[src/amp_pin_pkg.sv]
// Shared types and constants for the amplifier fault and warning pin logic
package amp_pin_pkg;

   // Clock rate and derived timing
   localparam int CLK_PERIOD_NS = 40;
   localparam int RAMP_TIME_US  = 5000;
   localparam int RAMP_CYC      = RAMP_TIME_US * 1000 / CLK_PERIOD_NS;
   localparam int PWM_DIV_CYC   = 12;

   // Reset values
   localparam logic [7:0] CLIP_WIN_RST = 8'h14;
   localparam logic [1:0] HEAT_SEL_RST = 2'h0;

   // Fault detector levels
   typedef struct packed {
      logic ocp;
      logic dc_off;
      logic heat_trip;
      logic low_batt;
      logic low_out;
      logic high_batt;
      logic high_out;
      logic clk_err;
   } fault_s;

   // Warning status bits
   typedef struct packed {
      logic clip;
      logic heat_alert;
      logic clamp;
      logic powerup;
   } warn_s;

   // Inputs that arrive from outside the clock domain
   typedef struct packed {
      fault_s flt;
      logic   heat_glob;
      logic   heat_chan;
      logic   clamp;
      logic   pwm_full;
      logic   silence_n;
      logic   sleep_n;
   } pins_s;

   // Per-category masks onto the fault pin
   typedef struct packed {
      logic chan;
      logic thermal;
      logic voltage;
      logic clock;
   } fault_mask_s;

   // Per-source masks onto the warning pin
   typedef struct packed {
      logic clip;
      logic heat;
      logic clamp;
   } warn_mask_s;

   // Operating states
   typedef enum logic [2:0] {
      ST_STANDBY = 3'b000,
      ST_HIZ     = 3'b001,
      ST_MUTE    = 3'b010,
      ST_PLAY    = 3'b011,
      ST_RAMP    = 3'b100
   } op_state_e;

endpackage

[src/amp_fault_warn_pin_control.sv]
// Fault and warning pin latches, clip detection and operating state control
//
// Overview of operation
// - Any fault drives error_out_n low
// - Error pin latched until sticky clear
// - Heat trip pin releases on auto-recovery
// - Fault status bits sticky until sticky clear
// - Fault masks gate only the pin
// - Clip, heat, clamp, powerup drive alert_out_n
// - Clip after programmable run of full PWM
// - Latching clip status sticky until clear
// - Heat alert from global or channel warning
// - Warning masks gate only the pin
// - Alert pin latched until sticky clear
// - silence_n low mutes the channel
// - sleep_n low ramps down within 5 ms
// - Standby, Hi-Z, mute and play states
// - Global and channel faults both force Hi-Z
// - Non-latching clip follows full duty live
// - Current clamp warns, never faults
`timescale 1ns/1ps
module amp_fault_warn_pin_control
   import amp_pin_pkg::*;
#(
   parameter int RAMP_CYCLES = RAMP_CYC
) (
   // Clock and reset
   input  wire logic        mclk,
   input  wire logic        srst,
   // Detector levels and pins, asynchronous
   input  wire pins_s       pins_async,
   // Control bits from the register logic
   input  wire logic        sticky_clear_cmd,
   input  wire fault_mask_s fault_mask,
   input  wire warn_mask_s  warn_mask,
   input  wire logic [7:0]  clip_window,
   input  wire logic        clip_nonlatch,
   input  wire logic        auto_recover_en,
   input  wire logic [1:0]  heat_sel,
   input  wire op_state_e   state_req,
   // Open-drain status pins
   output logic             error_out_n_o,
   output logic             error_out_n_oe_n,
   output logic             alert_out_n_o,
   output logic             alert_out_n_oe_n,
   // Status and stage control
   output fault_s           fault_status,
   output warn_s            warn_status,
   output op_state_e        op_state,
   output logic             osc_run,
   output logic             stage_hiz,
   output logic             stage_duty50,
   output logic [1:0]       heat_thresh
);

   // Synchroniser stages
   pins_s       sync1_reg;
   pins_s       p;
   // Clip detection
   logic [3:0]  pwm_div_reg, pwm_div_next;
   logic [7:0]  clip_run_reg, clip_run_next;
   logic        pwm_tick;
   logic        clip_hit;
   logic        clip_evt;
   // Latches
   fault_s      fault_next;
   warn_s       warn_next;
   logic        err_latch_reg, err_latch_next;
   logic        therm_hold_reg, therm_hold_next;
   logic        alert_latch_reg, alert_latch_next;
   logic        pup_reg;
   logic        chan_f, volt_f, heat_any, hold_hiz;
   // State machine
   op_state_e   state_next;
   logic [16:0] ramp_cnt_reg, ramp_cnt_next;

   // Active target for a running channel, mute pin overrides play
   function automatic op_state_e run_target(input op_state_e req, input logic sil_n);
      if (req == ST_PLAY && !sil_n)
         return ST_MUTE;
      return req;
   endfunction

   // Two-stage synchroniser; only the second stage is read
   always_ff @(posedge mclk) begin
      if (srst) begin
         sync1_reg <= '0;
         p         <= '0;
      end else begin
         sync1_reg <= pins_async;
         p         <= sync1_reg;
      end
   end

   // PWM clock enable and full-modulation run counter
   always_comb begin
      pwm_tick      = (pwm_div_reg == 4'(PWM_DIV_CYC - 1));
      pwm_div_next  = pwm_tick ? 4'h0 : pwm_div_reg + 4'h1;
      clip_run_next = clip_run_reg;
      if (pwm_tick) begin
         if (!p.pwm_full)
            clip_run_next = 8'h00;
         else if (clip_run_reg != 8'hFF)
            clip_run_next = clip_run_reg + 8'h01;
      end
      // Window of zero would report every full cycle; treat as one
      clip_hit = p.pwm_full && (clip_run_reg >= clip_window) && (clip_run_reg != 8'h00);
      clip_evt = clip_nonlatch ? p.pwm_full : clip_hit;
   end

   always_ff @(posedge mclk) begin
      if (srst) begin
         pwm_div_reg  <= 4'h0;
         clip_run_reg <= 8'h00;
      end else begin
         pwm_div_reg  <= pwm_div_next;
         clip_run_reg <= clip_run_next;
      end
   end

   // Sticky status, pin latches; a set in the clear cycle wins
   always_comb begin
      chan_f   = p.flt.ocp | p.flt.dc_off;
      volt_f   = p.flt.low_batt | p.flt.low_out | p.flt.high_batt | p.flt.high_out;
      heat_any = p.heat_glob | p.heat_chan;
      fault_next = (sticky_clear_cmd ? '0 : fault_status) | p.flt;
      warn_next.clip = clip_nonlatch ? p.pwm_full
                     : ((!sticky_clear_cmd & warn_status.clip) | clip_hit);
      warn_next.heat_alert = (!sticky_clear_cmd & warn_status.heat_alert) | heat_any;
      warn_next.clamp      = (!sticky_clear_cmd & warn_status.clamp) | p.clamp;
      warn_next.powerup    = (!sticky_clear_cmd & warn_status.powerup) | pup_reg;
      // fault sources, masks gate pin only, clamp excluded
      err_latch_next = (!sticky_clear_cmd & err_latch_reg)
                     | (chan_f & !fault_mask.chan)
                     | (volt_f & !fault_mask.voltage)
                     | (p.flt.clk_err & !fault_mask.clock);
      therm_hold_next = (!(sticky_clear_cmd | (auto_recover_en & !p.flt.heat_trip))
                         & therm_hold_reg) | p.flt.heat_trip;
      // warning sources, masks gate pin only, latched
      alert_latch_next = (!sticky_clear_cmd & alert_latch_reg)
                       | (clip_evt & !warn_mask.clip)
                       | (heat_any & !warn_mask.heat)
                       | (p.clamp & !warn_mask.clamp)
                       | pup_reg;
   end

   always_ff @(posedge mclk) begin
      if (srst) begin
         fault_status     <= '0;
         warn_status      <= '0;
         err_latch_reg    <= 1'b0;
         therm_hold_reg   <= 1'b0;
         alert_latch_reg  <= 1'b0;
         pup_reg          <= 1'b1;
         error_out_n_o    <= 1'b0;
         alert_out_n_o    <= 1'b0;
         error_out_n_oe_n <= 1'b1;
         alert_out_n_oe_n <= 1'b1;
         heat_thresh      <= HEAT_SEL_RST;
      end else begin
         fault_status     <= fault_next;
         warn_status      <= warn_next;
         err_latch_reg    <= err_latch_next;
         therm_hold_reg   <= therm_hold_next;
         alert_latch_reg  <= alert_latch_next;
         pup_reg          <= 1'b0;
         error_out_n_o    <= 1'b0;
         alert_out_n_o    <= 1'b0;
         // pin follows latch; enable low pulls the wire low
         error_out_n_oe_n <= !(err_latch_next | (therm_hold_next & !fault_mask.thermal));
         alert_out_n_oe_n <= !alert_latch_next;
         heat_thresh      <= heat_sel;
      end
   end

   // Operating state; protective action ignores all masks
   always_comb begin
      hold_hiz = ((fault_next & ~fault_s'(8'h20)) != '0) | therm_hold_next;
      state_next    = op_state;
      ramp_cnt_next = 17'h0_0000;
      unique case (op_state)
         ST_STANDBY: begin
            // Leave only when asked to; otherwise standby and Hi-Z would alternate
            if (p.sleep_n && state_req != ST_STANDBY)
               state_next = ST_HIZ;
         end
         ST_HIZ: begin
            if (!p.sleep_n || state_req == ST_STANDBY)
               state_next = ST_STANDBY;
            else if (!hold_hiz)
               state_next = run_target(state_req, p.silence_n);
         end
         ST_MUTE,
         ST_PLAY: begin
            if (!p.sleep_n || state_req == ST_STANDBY)
               state_next = ST_RAMP;
            else if (hold_hiz)
               state_next = ST_HIZ;
            else
               state_next = run_target(state_req, p.silence_n);
         end
         ST_RAMP: begin
            ramp_cnt_next = ramp_cnt_reg + 17'h0_0001;
            // ramp bounded, fault cuts it short
            if (hold_hiz || ramp_cnt_reg == 17'(RAMP_CYCLES - 1))
               state_next = ST_STANDBY;
         end
         default: state_next = ST_STANDBY;
      endcase
   end

   // State register and stage controls decoded ahead of the flop
   always_ff @(posedge mclk) begin
      if (srst) begin
         op_state     <= ST_STANDBY;
         ramp_cnt_reg <= 17'h0_0000;
         osc_run      <= 1'b0;
         stage_hiz    <= 1'b1;
         stage_duty50 <= 1'b0;
      end else begin
         op_state     <= state_next;
         ramp_cnt_reg <= ramp_cnt_next;
         osc_run      <= (state_next != ST_STANDBY);
         stage_hiz    <= (state_next == ST_STANDBY) || (state_next == ST_HIZ);
         stage_duty50 <= (state_next == ST_MUTE);
      end
   end

   // Checks on pin, status and state behaviour
   err_fault_a: assert property (@(posedge mclk) disable iff (srst)
      (p.flt.ocp && !fault_mask.chan) |=> !error_out_n_oe_n)
      else $error("overcurrent did not pull the fault pin");
   err_hold_a: assert property (@(posedge mclk) disable iff (srst)
      (!error_out_n_oe_n && !sticky_clear_cmd && !auto_recover_en) |=> !error_out_n_oe_n)
      else $error("fault pin released without clear");
   heat_auto_a: assert property (@(posedge mclk) disable iff (srst)
      (therm_hold_reg && auto_recover_en && !p.flt.heat_trip) |=> !therm_hold_reg)
      else $error("heat trip hold did not auto-release");
   fault_sticky_a: assert property (@(posedge mclk) disable iff (srst)
      (fault_status.dc_off && !sticky_clear_cmd) |=> fault_status.dc_off ##1 1'b1)
      else $error("fault status dropped without clear");
   mask_status_a: assert property (@(posedge mclk) disable iff (srst)
      (p.flt.clk_err && fault_mask.clock) |=> fault_status.clk_err)
      else $error("masked fault missing from status");
   alert_pup_a: assert property (@(posedge mclk)
      $fell(srst) |=> (!alert_out_n_oe_n && warn_status.powerup))
      else $error("powerup event not reported");
   clip_run_a: assert property (@(posedge mclk) disable iff (srst)
      (clip_hit && !clip_nonlatch && !warn_mask.clip) |=> !alert_out_n_oe_n && warn_status.clip)
      else $error("clip run not reported");
   clip_live_a: assert property (@(posedge mclk) disable iff (srst)
      clip_nonlatch |=> (warn_status.clip == $past(p.pwm_full)) || !clip_nonlatch)
      else $error("non-latching clip not live");
   alert_hold_a: assert property (@(posedge mclk) disable iff (srst)
      (!alert_out_n_oe_n && !sticky_clear_cmd) |=> !alert_out_n_oe_n)
      else $error("alert pin released without clear");
   clamp_nofault_a: assert property (@(posedge mclk) disable iff (srst)
      (p.flt == '0 && !err_latch_reg && !therm_hold_reg) |=> error_out_n_oe_n)
      else $error("fault pin low without fault");
   sleep_ramp_a: assert property (@(posedge mclk) disable iff (srst)
      (op_state == ST_RAMP) |-> (ramp_cnt_reg < 17'(RAMP_CYCLES)))
      else $error("ramp down overran its limit");
   ramp_exit_a: assert property (@(posedge mclk) disable iff (srst)
      (op_state == ST_RAMP && ramp_cnt_reg == 17'(RAMP_CYCLES - 1)) |=> op_state == ST_STANDBY)
      else $error("ramp down did not end in standby");
   heat_warn_a: assert property (@(posedge mclk) disable iff (srst)
      p.heat_chan |=> warn_status.heat_alert)
      else $error("channel heat warning not reported");
   warn_mask_a: assert property (@(posedge mclk) disable iff (srst)
      (p.clamp && warn_mask.clamp) |=> warn_status.clamp)
      else $error("masked clamp missing from status");
   clear_all_a: assert property (@(posedge mclk) disable iff (srst)
      (sticky_clear_cmd && p.flt == '0) |=> (fault_status == '0))
      else $error("sticky clear left fault status set");
   stage_map_a: assert property (@(posedge mclk) disable iff (srst)
      (op_state == ST_MUTE) |-> (osc_run && !stage_hiz && stage_duty50))
      else $error("mute state stage controls wrong");
   fault_hiz_a: assert property (@(posedge mclk) disable iff (srst)
      (op_state == ST_PLAY && p.flt.dc_off && p.sleep_n && state_req != ST_STANDBY)
      |=> op_state == ST_HIZ)
      else $error("channel fault did not force Hi-Z");
   mute_pin_a: assert property (@(posedge mclk) disable iff (srst)
      (op_state == ST_PLAY && !p.silence_n && p.sleep_n && !hold_hiz
       && state_req == ST_PLAY) |=> op_state == ST_MUTE)
      else $error("mute pin ignored");

endmodule // amp_fault_warn_pin_control

[config.mk]
export PLATFORM = sky130hd
export DESIGN_NAME = amp_fault_warn_pin_control
export DESIGN_NICKNAME = d
export VERILOG_FILES = /design/src/amp_pin_pkg.sv /design/src/amp_fault_warn_pin_control.sv
export SDC_FILE = /design/constraint.sdc
export NUM_CORES = 1
export LEC_CHECK = 0
export BUFFER_PORTS_ARGS = -buffer_cell sky130_fd_sc_hd__buf_2
export CORE_AREA = 2 2 82 84
export CTS_BUF_LIST = sky130_fd_sc_hd__clkbuf_8
export CTS_CLUSTER_DIAMETER = 100
export DETAILED_ROUTE_END_ITERATION = 7
export DIE_AREA = 0 0 84 86
export PLACE_DENSITY = 0.86
export REMOVE_ABC_BUFFERS = 1
export SYNTH_ARGS = -nofsm -noshare
export SYNTH_HDL_FRONTEND = slang
export SYNTH_SLANG_ARGS = --single-unit
[constraint.sdc]
create_clock -name mclk -period 1.95 [get_ports mclk]
set_input_delay 0.0975 -clock mclk [delete_from_list [all_inputs] [get_ports mclk]]
set_output_delay 0.0975 -clock mclk [all_outputs]
set_load 0.005 [all_outputs]
---- After elaboration in Yosys (flattened, before gate mapping) ----
Cells that the tools add are included.
cells by class
  add/subtract/negate cells ............... 3
  magnitude comparators ................... 1
  equality and inequality tests ........... 11
  muxes and demuxes ....................... 21
  bitwise operators ....................... 37
  reduce and logical (&&, ||, !) cells .... 32
operator list
  operator                                                         number
  3-bit 2-to-1 mux                                                 9
  8-bit 2-to-1 mux                                                 3
  1-bit OR                                                         20
  17-bit by 1-bit adder with 17-bit output, second input constant  1
  17-bit == test, second input constant                            1
  8-bit nonzero test                                               2
  1-bit AND                                                        15
  1-bit zero test                                                  14
  3-bit by 2-bit == test with 1-bit output, second input constant  4
  3-bit one-hot mux with 4 select lines                            1
  3-bit zero test                                                  3
  8-bit by 1-bit adder with 8-bit output, second input constant    1
  8-bit >= comparator                                              1
  1-bit 2-to-1 mux                                                 8
  8-bit inequality test, second input constant                     1
  8-bit OR                                                         1
  3-bit by 1-bit == test with 1-bit output, second input constant  2
  3-bit nonzero test                                               2
  2-bit OR reduction                                               3
  4-bit by 1-bit adder with 4-bit output, second input constant    1
  4-bit == test, second input constant                             1
  1-bit logical AND                                                4
  3-bit == test, second input constant                             1
  1-bit logical OR                                                 3
  other kinds (3)                                                  3
storage, ports and cells
  register bits after elaboration ......... 83
  input bits .............................. 39
  output and inout bits ................... 24
  word-level logic and storage cells ...... 159

---- Logic depth before layout (Yosys ltp) ----
Gate-level depths: netlist (run 1).
  depth in word-level cells ............... 16
  depth in mapped cells ................... 7
  depth with buffers taken out ............ 7

---- Least setup slack after synthesis (run 1) ----
OpenSTA, ideal clock, no wires.
  kind .................................... reg-to-reg
  from .................................... reg clip_run_reg[0]
  to ...................................... reg warn_status[3] (netlist name)
  arrival ................................. 1480 ps
  required time ........................... 1818 ps
  slack ................................... 338 ps
  stages on the path, launching flop included .. 7
  cells stage by stage .................... dfxtp_1 > inv_1 > ha_1 > or4b_1 > nor4_1 > a211oi_1 > a21boi_0
on the way
  cells in the longest elaborated chain, start to end .. 5
  elaborated cells between the ends (all ways) .. 6
RTL lines
  item                    RTL line                           source
  start, declared         amp_fault_warn_pin_control.sv:61   logic [7:0] clip_run_reg, clip_run_next;
  start signal, assigned  amp_fault_warn_pin_control.sv:117  clip_run_reg <= clip_run_next;
  8-bit >= comparator     amp_fault_warn_pin_control.sv:107  clip_hit = p.pwm_full && (clip_run_reg >= clip_window) && (clip_run_reg != 8'h00);
  1-bit logical AND       amp_fault_warn_pin_control.sv:107
  1-bit logical AND *     amp_fault_warn_pin_control.sv:107
  1-bit OR *              amp_fault_warn_pin_control.sv:128  : ((!sticky_clear_cmd & warn_status.clip) | clip_hit);
  1-bit 2-to-1 mux *      amp_fault_warn_pin_control.sv:127  warn_next.clip = clip_nonlatch ? p.pwm_full
  end signal, assigned    amp_fault_warn_pin_control.sv:162  warn_status <= warn_next;
  end, declared           amp_fault_warn_pin_control.sv:48   output warn_s warn_status,
Mark *: on every way between the ends. The rest lies on a longest branch, timed or not.
A chain may end at the register's enable or synchronous reset.

---- Final worst setup path (run 1) ----
  from .................................... reg op_state[2]
  to ...................................... reg osc_run
on the way
  cells in the longest elaborated chain, start to end .. 4
  elaborated cells between the ends (all ways) .. 12
RTL lines
  item                                                                          RTL line                                                              source
  start, declared                                                               amp_fault_warn_pin_control.sv:49                                      output op_state_e op_state,
  start signal, assigned                                                        amp_fault_warn_pin_control.sv:221                                     op_state <= state_next;
  3-bit by 2-bit == test with 1-bit output or 3-bit 2-to-1 mux (tied branches)  amp_fault_warn_pin_control.sv:181, amp_fault_warn_pin_control.sv:190
  2-bit OR reduction or 3-bit 2-to-1 mux (tied branches)                        amp_fault_warn_pin_control.sv:181, amp_fault_warn_pin_control.sv:188
  3-bit one-hot mux with 4 select lines *                                       amp_fault_warn_pin_control.sv:181                                     unique case (op_state)
  3-bit nonzero test *                                                          amp_fault_warn_pin_control.sv:223                                     osc_run <= (state_next != ST_STANDBY);
  end signal, assigned                                                          amp_fault_warn_pin_control.sv:223
  end, declared                                                                 amp_fault_warn_pin_control.sv:50                                      output logic osc_run,
Marks and branches as above.

==> summary by stage, run 1 <==
Power
Combinational logic burns 6.3% of the power. The switching fraction of total power is 20.9%. For this design the static power due to leakage is 1.67 nW.

In this run the power spent charging and discharging nets is 0.727 mW. Sequential cells account for 51.0% of the total power. In this run the power density over the cells is 865 mW/mm². Cell internal power was estimated by the tool at 2.75 mW. The clock network burns 42.8% of the power. The overall power consumption is 3.48 mW. The worst-case IR drop observed on VDD is 0.728 mV.

Cells and area
Leaving out fill and tap cells, the most frequent cells in the layout are sky130_fd_sc_hd__dfxtp_1, sky130_fd_sc_hd__buf_2, sky130_fd_sc_hd__nor2_1. Cells fill 64.1% of the core in the end. In the final layout, the multi-input gates occupy 0.00147 mm².

Leaving out fill and tap cells, the most frequent cell in the layout is sky130_fd_sc_hd__dfxtp_1. The final cell count without fillers is 508. The repair_antennas step left the layout with diodes totalling 0.

The count of fill cells added during filler insertion is 501. The flip-flop count of the largest register after layout is 17. The final net count is 477. Relative to the synthesized area, the layout overhead comes to 24.5%. The cell area after layout is 0.00402 mm². The share of final-layout standard cells stronger than drive strength 1 is 19.7%. The sequential cell area is 0.00166 mm².

Routing
The count of TritonRoute iterations in the first routing pass is 6. The routed wirelength normalized by instance count is 12.8 µm. In the routed design, unresolved DRC markers number 0. Across all layers, the routed design uses 2589 vias. After the first detailed-routing iteration, the DRC count stood at 144. The total wire length is 6490 µm. Dividing the detail-routed via count by the number of cells gives 5.10. In this run the remaining antenna-violating nets after routing total 0.

STA
The setup violation total in the final timing report is 0. The clock period minus final worst setup slack is 1.79 ns. Timing would allow up to 558 MHz. The accumulated negative setup slack is 0 ns. The pin slew with the least headroom to its limit is 0.638 ns. Between clock sinks in the finished design, the worst skew comes to 0.00922 ns. Dividing the final minimum period by the clock period gives 91.9%. The max-slew violation total from the final report is 0. The worst pin sits at a relative slew slack of 57.1%. Setup repair after global routing left no endpoint under its margin.

The final hold violation count is 0.

Global routing
The global-route total usage across every layer is 19.2%. The via count of the first global-routing pass is 2510. The maximum number of pins on one net before global-route repair is 56. The number of antenna violations at the first check in global routing is 0. The overflow left after global routing is 0.

The global-route wire length before repair is 11100 µm.

Setup path
The arrival time reported for the critical path endpoint is 2.04 ns. The category of the most critical setup path is flop to flop. The maximum fanout along the worst path is 9. The worst setup path is launched from a flop. At the worst endpoint, the required time is 2.20 ns. The element type at the critical path end is a flop.

The cell count of the worst reg-to-reg path is 5.

Clocking
The later pin in the worst-skew pair is clocked with a latency of 0.35 ns. The maximum clock insertion buffer count is 2. The TritonCTS clock tree is done.

The clock-pin transition on the worst setup and hold timing paths is 0.08 ns. The root buffer cell is sky130_fd_sc_hd__clkbuf_8. CTS saw 83 sinks. The number of setup buffers added after CTS is 0. CTS built an H-tree with a depth of 3. The clock buffer count from CTS is 9.

Logic synthesis
Synthesis inferred 83 register bits. After synthesis, the share of flip-flops with an asynchronous set or reset is 0%. Summing every instance area after synthesis gives 0.00323 mm². For this run, the register share of the synthesized area comes to 51.4%.

The most used flip-flop cell after synthesis is sky130_fd_sc_hd__dfxtp_1. Yosys printed 0 warnings. Sorting the synthesized cells by area gives the leading types as sky130_fd_sc_hd__dfxtp_1, sky130_fd_sc_hd__nor2b_1, sky130_fd_sc_hd__nor2_1. The synthesized design spends more area on one cell type than any other, namely sky130_fd_sc_hd__dfxtp_1. The number of cells produced by synthesis is 346. The number of unique standard cell types used by synthesis is 49.

The average cell area after synthesis is 9.34 µm². Yosys mapped a number of flops with a built-in enable equal to 0. The area share of the leading cell type in the synthesized netlist is 51.4%.

Place
Once placement completed, the tool counted placed cells totaling 475. The congestion estimate from routability-driven global placement came to 0.849. The total placed instance area is 0.00360 mm². Detailed placement ended at an HPWL of 4460 µm. In this run the tool buffered the top-level ports with 60 buffer cells.

Worst hold path
Along the worst hold path, the cell count comes to 3. The worst hold-check path type is input pin to flop.

Die
The floorplan step defined a core boundary enclosing 0.00628 mm². Measured along the y axis, the die boundary spans 86 µm. The number of standard-cell rows in the floorplan is 29. For this configuration, the core starts out at a cell density of 51.5%. The die covers 0.00722 mm². The die width is 84 µm.

63 I/O pins were placed.

Outcome
The run finished with clean final reports.

Job
The tool flagged a number of max-cap violations equal to 0.
==> area by class of cell <==
class | instances | share of cell area (%)
sequential | 83 | 41.3
multi-input combinational | 238 | 36.6
timing repair buffer | 79 | 12.1
clock buffer | 10 | 3.42
clock inverter | 6 | 2.80
tap | 77 | 2.40
inverter | 15 | 1.40
==> layer usage <==
| layer | part of all wire (%) | vias to the layer above | track usage (%) |
|---|---|---|---|
| met4 | 1.0 | 0 | 6.74 |
| met1 | 45 | 1189 | 22.0 |
| met2 | 49 | 63 | 34.0 |
| met5 | 0 | - | 0 |
| li1 | - | 1331 | - |
| met3 | 4.9 | 6 | 5.87 |
==> power groups by stage <==
stage | sequential [mW] | clock (mW) | combinational [mW]
floorplan | 1.81 | 0 | 0.0951
global placement | 1.81 | 0 | 0.183
detailed placement | 1.81 | 0 | 0.190
CTS | 1.77 | 1.51 | 0.218
global route | 1.78 | 1.58 | 0.246
finish | 1.77 | 1.49 | 0.218
==> worst paths after layout <==
kind                            slack (ns)     startpoint              end
worst max-delay path                  0.16    op_state[2]          osc_run
worst min-delay path                  0.07  clip_nonlatch  alert_latch_reg
worst max register to register        0.16    op_state[2]          osc_run
worst min register to register        0.44   sync1_reg[7]             p[7]
==> Yosys cell counts, types with 4 or more instances <==
master	number
sky130_fd_sc_hd__a21oi_1	22
sky130_fd_sc_hd__and3_1	4
sky130_fd_sc_hd__buf_1	4
sky130_fd_sc_hd__dfxtp_1	83
sky130_fd_sc_hd__ha_1	12
sky130_fd_sc_hd__inv_1	15
sky130_fd_sc_hd__nand2_1	18
sky130_fd_sc_hd__nand3_1	7
sky130_fd_sc_hd__nand4_1	4
sky130_fd_sc_hd__nor2_1	50
sky130_fd_sc_hd__nor2b_1	31
sky130_fd_sc_hd__nor3_1	10
sky130_fd_sc_hd__nor3b_1	4
sky130_fd_sc_hd__nor4_1	5
sky130_fd_sc_hd__o21ai_0	8
sky130_fd_sc_hd__xnor2_1	14
sky130_fd_sc_hd__xor2_1	7
==> kinds of logic (layout without fill, tap and decap cells) <==
kind of cell / Yosys count / after routing / synth area share, %
fa+ha+maj: 12 / 12 / 4.65
other cells: 1 / 2 / 0.116
buf+inv: 26 / 110 / 3.33
mux: 1 / 1 / 0.310
xor+xnor: 21 / 21 / 5.69
flops: 83 / 83 / 51.4
simple gates: 152 / 152 / 24.6
compound gates: 50 / 50 / 9.87
==> critical path, cell delays in order (launching register included) <==
cell and delay [ns]:
sky130_fd_sc_hd__dfxtp_1 0.46, sky130_fd_sc_hd__or4b_1 0.65, sky130_fd_sc_hd__a31oi_1 0.25, sky130_fd_sc_hd__nor4b_1 0.08
sky130_fd_sc_hd__a21o_1 0.19, sky130_fd_sc_hd__o41ai_1 0.07
==> timing repair <==
action | in CTS | in global routing
hold buffers | 17 | 0
endpoints found under the setup margin | 0 | 1
gates resized for setup | 0 | 1
hold endpoints to repair | 17 | 0
==> through the flow <==
stage | setup WS, ns | hold slack (ns)
after global routing | 0.00133 | 0.0694
final | 0.157 | 0.0749
after global placement | 0.207 | 0.304
after floorplan | 0.232 | 0.125
after detailed placement | 0.113 | 0.309
after CTS | 0.110 | 0.0546
Note: power is estimated with default switching activity, not from simulation.
==> run 2: changes to the inputs <==
--- a/config.mk
+++ b/config.mk
@@ -11,7 +11,7 @@
 export CTS_CLUSTER_DIAMETER = 100
 export DETAILED_ROUTE_END_ITERATION = 7
 export DIE_AREA = 0 0 84 86
-export PLACE_DENSITY = 0.86
+export PLACE_DENSITY = 0.79
 export REMOVE_ABC_BUFFERS = 1
 export SYNTH_ARGS = -nofsm -noshare
 export SYNTH_HDL_FRONTEND = slang
==> summary by stage, run 2 (synthesis results as in run 1) <==
STA
The setup violation total in the final timing report is 0. The clock period minus final worst setup slack is 1.77 ns. The max-slew violation total from the final report came to 0. The maximum frequency from static timing analysis is 566 MHz. Setup repair after global routing left no endpoint under its margin.

Between clock sinks in the finished design, the worst skew comes to 0.0123 ns. The pin slew with the least headroom to its limit is 0.550 ns. The accumulated negative setup slack is 0 ns. The final hold violation count came to 0. The worst max-slew margin expressed relative to the limit is 63.0%.

The smallest hold slack is 0.0721 ns. Dividing the final minimum period by the clock period gives 90.5%.

Die
In this run the core area contains 29 standard-cell rows. The area of the core is 0.00628 mm². Once the floorplan was initialized, standard cells occupied 51.5% of the core.

The vertical die dimension is 86 µm. The die width is 84 µm. The number of primary I/O pins is 63.

The die outline area is 0.00722 mm².

Setup path
The arrival time reported for the critical path endpoint is 1.98 ns. The element type at the critical path end is a flop. STA puts the critical path data required time at 2.16 ns. On the worst path, the slowest cell contributes a delay of 0.54 ns. Traced cell by cell, the critical path runs through or4_4 > a221oi_2 > nand4_2 > nor2b_1 > o41ai_1. For this design, the slowest cell found on the critical path is sky130_fd_sc_hd__or4_4. In this run the worst setup path begins at fault_status[2]. The worst setup path is launched from a flop. In this run the critical register-to-register path is launched from fault_status[2]. The kind of cell adding the most delay to the critical path is simple AND/OR/NAND/NOR gates.

Together, buffers and inverters on the worst path number 0. By startpoint and endpoint, the worst setup path is classified as flop to flop. Of all nets on the critical path, the largest fanout is 4.

Clocking
Post-CTS timing repair inserted 0 buffers for setup. Clock-pin slew was measured on the worst setup and hold paths at 0.08 ns. For this design, the sink count on the clock tree is 83. Clock tree synthesis inserted a total of 9 buffers. The H-tree level count is 3. The later pin in the worst-skew pair is clocked with a latency of 0.35 ns.

The root buffer cell is sky130_fd_sc_hd__clkbuf_8. The maximum clock insertion buffer count is 2. TritonCTS built the clock tree.

Routing
The total wire length is 6050 µm. After detailed routing, the number of remaining DRC violations is 0. The routed wirelength normalized by instance count is 11.9 µm. The residual antenna-violating net count after detailed routing is 0.

The first detailed-routing pass ran for 4 iterations. The first-iteration detailed-routing DRC count is 71. The routed layout has 2573 vias. Using the TritonRoute via totals, the vias-per-cell ratio works out to 5.06.

Cells and area
The relative area change from synthesis to final layout is 22.2%. 0 antenna diodes ended up in the layout. The final net count is 477. The final cell count without fillers is 508. Cells with a size suffix above 1 make up 19.7% of the layout. Fill cells in the final layout number 541.

Leaving out fill and tap cells, the most frequent cell in the layout is sky130_fd_sc_hd__dfxtp_1. The flip-flop count of the largest register after layout is 17. The library cells used most frequently in the layout, excluding fill and tap cells, are sky130_fd_sc_hd__dfxtp_1, sky130_fd_sc_hd__buf_2, sky130_fd_sc_hd__nor2_1.

Global routing
After global routing the overflow that remains totals 0. The maximum number of pins on one net before global-route repair is 48. The via count of the first global-routing pass came to 2520. The number of antenna violations at the first check in global routing is 0. The global-route total usage across every layer is 18.1%. The first global-routing pass estimated 10600 µm of wire.

Place
The number of placed instances, taps included is 476. The number of buffers inserted by port buffering is 60. The detailed placer's ending HPWL is 4320 µm. At the end of routability-driven placement, the weighted congestion stood at 0.824.

Job
Across the run, the number of max-cap violations was 0.

Worst hold path
The tightest min-delay check is of the input pin to flop type. The launch point of the worst hold path is fault_mask[2].

Power
The peak ir drop on the vdd network is 0.558 mV. In this run the power density over the cells is 782 mW/mm². The leakage power total is 1.64 nW.

Outcome
The flow ran to the end, and the final reports show no timing, DRC or antenna violations.
-- run 2: final cells by class --
cell class | instances | area [µm²] | share of cell area [%]
flip-flops and latches | 83 | 1660 | 42.1
multi-input cells | 238 | 1470 | 37.3
repair buffers | 79 | 483 | 12.2
clock buffers | 11 | 151 | 3.83
well taps | 77 | 96.3 | 2.44
inverters | 15 | 56.3 | 1.43
clock inverters | 5 | 28.8 | 0.729
-- run 2: worst paths after layout --
check | end | slack (ns) | cells after the start
setup / recovery | osc_run | 0.18 | 5
hold / removal | error_out_n_oe_n | 0.07 | 3
hold reg to reg | p[9] | 0.44 | 1
setup reg to reg | osc_run | 0.18 | 5
-- run 2: stage by stage --
step	cell area, µm²	utilization (%)	setup slack [ns]	power [mW]
6_report	3950	62.9	0.185	3.09
5_1_grt	3950	62.9	0.0797	3.23
4_1_cts	3940	62.8	0.0698	3.12
3_5_place_dp	3600	57.4	0.0921	2.00
3_3_place_gp	3600	57.4	0.194	1.99
2_1_floorplan	3180	-	0.232	1.90
-- run 2: tightest hold or removal path, delay by kind of cell --
kind                   cells  cell delay, ns
AND/OR/NAND/NOR            2            0.19
buffers and inverters      1            0.08
-- run 2: timing repair --
item	4_1_cts	5_1_grt
resized for setup	0	2
hold buffers	16	0
setup endpoints to repair	0	3
hold endpoints to repair	16	0
-- run 2: routing by layer --
layer	GRT usage, %	vias up	wire [µm]
li1	-	1332	-
met1	21.9	1157	2880
met2	30.1	73	2710
met3	5.20	11	353
met4	8.21	0	111
met5	0	-	0
-- run 2: where the power goes --
part           switching [mW]  internal [mW]  total (mW)  leakage [nW]
Combinational          0.0979          0.116       0.214         0.864
Sequential             0.0239           1.75        1.77         0.679
Clock                   0.579          0.523        1.10        0.0925
Total                   0.701           2.39        3.09          1.64
==> run 3: changes to the inputs <==
--- a/config.mk
+++ b/config.mk
@@ -6,12 +6,12 @@
 export NUM_CORES = 1
 export LEC_CHECK = 0
 export BUFFER_PORTS_ARGS = -buffer_cell sky130_fd_sc_hd__buf_2
-export CORE_AREA = 2 2 82 84
+export CORE_AREA = 2 2 79 81
 export CTS_BUF_LIST = sky130_fd_sc_hd__clkbuf_8
 export CTS_CLUSTER_DIAMETER = 100
 export DETAILED_ROUTE_END_ITERATION = 7
-export DIE_AREA = 0 0 84 86
-export PLACE_DENSITY = 0.79
+export DIE_AREA = 0 0 81 83
+export PLACE_DENSITY = 0.84
 export REMOVE_ABC_BUFFERS = 1
 export SYNTH_ARGS = -nofsm -noshare
 export SYNTH_HDL_FRONTEND = slang
==> summary by stage, run 3 (synthesis results as in run 1) <==
Outcome
The flow ran to the end, and the final reports show no timing, DRC or antenna violations.

Die
The vertical die dimension is 83 µm. The floorplan has 28 rows. During I/O placement, the number of pins put on the boundary was 63. The core region is 0.00582 mm². The die width is 81 µm.

The initial core utilization is 55.6%. The floorplan step defined a die boundary enclosing 0.00672 mm².

Clocking
The clock insertion delay at the later pin of the skew report is 0.36 ns. Buffers inserted during clock tree synthesis total 9. The H-tree was split into 3 levels. Counting along the longest clock path gives a buffer depth of 2. The clock-pin transition on the worst setup and hold timing paths is 0.08 ns.

The number of clock sinks is 83. The root buffer cell is sky130_fd_sc_hd__clkbuf_8. The TritonCTS clock tree is done.

STA
Setup repair after global routing left no endpoint under its margin. The maximum frequency from static timing analysis is 550 MHz. For the finished layout, the period the worst path requires is 1.82 ns. Across the routed clock network, the largest skew measured is 0.00811 ns.

The pin slew with the least headroom to its limit is 0.596 ns. In the finished design, the share of the clock period the worst path needs comes to 93.2%. The final hold violation count is 0. The max-slew violation total from the final report came to 0.

The worst max-slew margin expressed relative to the limit is 59.9%. Setup violations remaining at the end of the flow were counted as 0. Setup total negative slack on the finished layout was measured at 0 ns.

Routing
The count of nets left with antenna violations once routing finished came out at 0. The via count of the routed design is 2614. After detailed routing, the number of remaining DRC violations is 0. Using the TritonRoute via totals, the vias-per-cell ratio works out to 5.15.

After detailed routing, the average wire length per cell comes to 12.5 µm. The final layout contains routed wiring with a total length of 6340 µm. The first-iteration detailed-routing DRC count is 92. The first detailed-routing pass took 4 iterations.

Cells and area
The final cell count without fillers is 508. The flip-flop count of the largest register after layout is 17. The relative area change from synthesis to final layout is 24.0%. The library cells used most frequently in the layout, excluding fill and tap cells, are sky130_fd_sc_hd__dfxtp_1, sky130_fd_sc_hd__buf_2, sky130_fd_sc_hd__nor2_1. Cells with a size suffix above 1 make up 19.9% of the layout. For this run, the post-layout net count is 478. The filler cells instantiated in the layout total 449. The most common cell after layout, fill and taps aside is sky130_fd_sc_hd__dfxtp_1. The area of the multi-input gates is 0.00147 mm². The sequential cell area is 0.00166 mm².

Setup path
The data required time of the critical path is 2.18 ns. STA classifies the critical path startpoint as a flop. Counting both buffers and inverters, the worst setup path holds a total of 1.

The cell with the biggest individual delay on the critical path is sky130_fd_sc_hd__or4b_1. The element type at the critical path end is a flop. The worst setup path is of the flop to flop kind.

Broken down by cell family, the worst path's largest delay share belongs to simple AND/OR/NAND/NOR gates. In this run the worst path has a maximum fanout of 4. The terminus of the critical flop-to-flop path is warn_status[3]. The reg-to-reg setup timing slack is 0.13 ns.

The maximum cell stage delay along the critical path is 0.45 ns. STA puts the critical path data arrival time at 2.05 ns. The cell count of the worst reg-to-reg path is 6. Walking the worst path, the cells encountered are inv_1 > ha_1 > or4b_1 > nor4_2 > a211oi_1 > a21boi_0. The worst register-to-register path begins at clip_run_reg[0].

Global routing
In the global route stage, overall resource usage came out at 20.1%. Entering global routing, the biggest net connects 52 pins. The global-route wire length before repair is 10500 µm.

The number of antenna violations at the first check in global routing was 0. Summed over all layers, the global routing overflow is 0. The via count of the first global-routing pass is 2486.

Job
Across the run, the number of max-cap violations was 0.

Worst hold path
The worst hold-check path type is input pin to flop. The worst hold path passes through 2 cells. The capture endpoint of the worst hold path is p[0]. The startpoint identified for the worst hold timing path is srst.

Power
Total power for the finished layout comes to 3.35 mW. Power spread over the standard cell area amounts to 837 mW/mm². The leakage power total is 1.66 nW. The worst-case IR drop observed on VDD is 0.567 mV.

Place
The number of buffers inserted by port buffering is 60. The number of placed instances, taps included is 474. Detailed placement finished with a half-perimeter wire length of 4430 µm.

The weighted congestion at the end of routability-driven global placement is 0.888.
-- run 3: changes by cell type in the layout (fill, tap and decap cells not counted), sizes merged --
| cell | delta |
|---|---|
| clkbuf | -1 |
| bufinv | +2 |
| inv | -1 |
| dlygate4sd3 | +1 |
| diode | +1 |
-- run 3: final cells by class --
class | instances | share of cell area, %
Antenna cell | 1 | 0.0625
Clock buffer | 10 | 3.44
Clock inverter | 6 | 2.22
Inverter | 15 | 1.41
Multi-Input combinational cell | 238 | 36.8
Sequential cell | 83 | 41.5
Tap cell | 75 | 2.34
Timing Repair Buffer | 80 | 12.3
-- run 3: layer usage --
metal  global-route usage, %  vias to the layer above  wire, µm
met4                    12.3                        0       182
met5                       0                        -         0
li1                        -                     1341         -
met2                    31.6                       78      2920
met3                    4.67                       17       356
met1                    24.5                     1178      2890
-- run 3: repair_timing --
item / CTS / global route
hold endpoints to repair: 17 / 0
endpoints found under the setup margin: 0 / 4
hold buffers: 17 / 0
buffers inserted: 0 / 0
gates resized for setup: 0 / 2
-- run 3: where the power goes --
part	internal [mW]	switching, mW	leakage (nW)
clock network	0.755	0.609	0.108
logic	0.117	0.0994	0.868
registers	1.75	0.0250	0.679
-- run 3: worst max path at each step --
stage / from / to / slack [ns] / depth (start not counted)
floorplan: op_state[1] / osc_run / 0.23 / 5
global placement: clip_run_reg[0] / warn_status[3] / 0.19 / 6
detailed placement: clip_run_reg[0] / warn_status[3] / 0.04 / 6
CTS: clip_run_reg[0] / warn_status[3] / 0.03 / 6
global route: clip_run_reg[0] / warn_status[3] / 0.07 / 6
finish: clip_run_reg[0] / warn_status[3] / 0.13 / 6
-- run 3: per-stage QoR --
step	hold WS [ns]	utilization (%)	cell area (µm²)	setup WS (ns)
global route	0.0380	68.8	4000	0.0705
global placement	0.305	61.9	3600	0.190
detailed placement	0.312	61.9	3600	0.0401
floorplan	0.125	-	3180	0.232
finish	0.0296	68.9	4010	0.132
CTS	0.0215	68.7	4000	0.0293
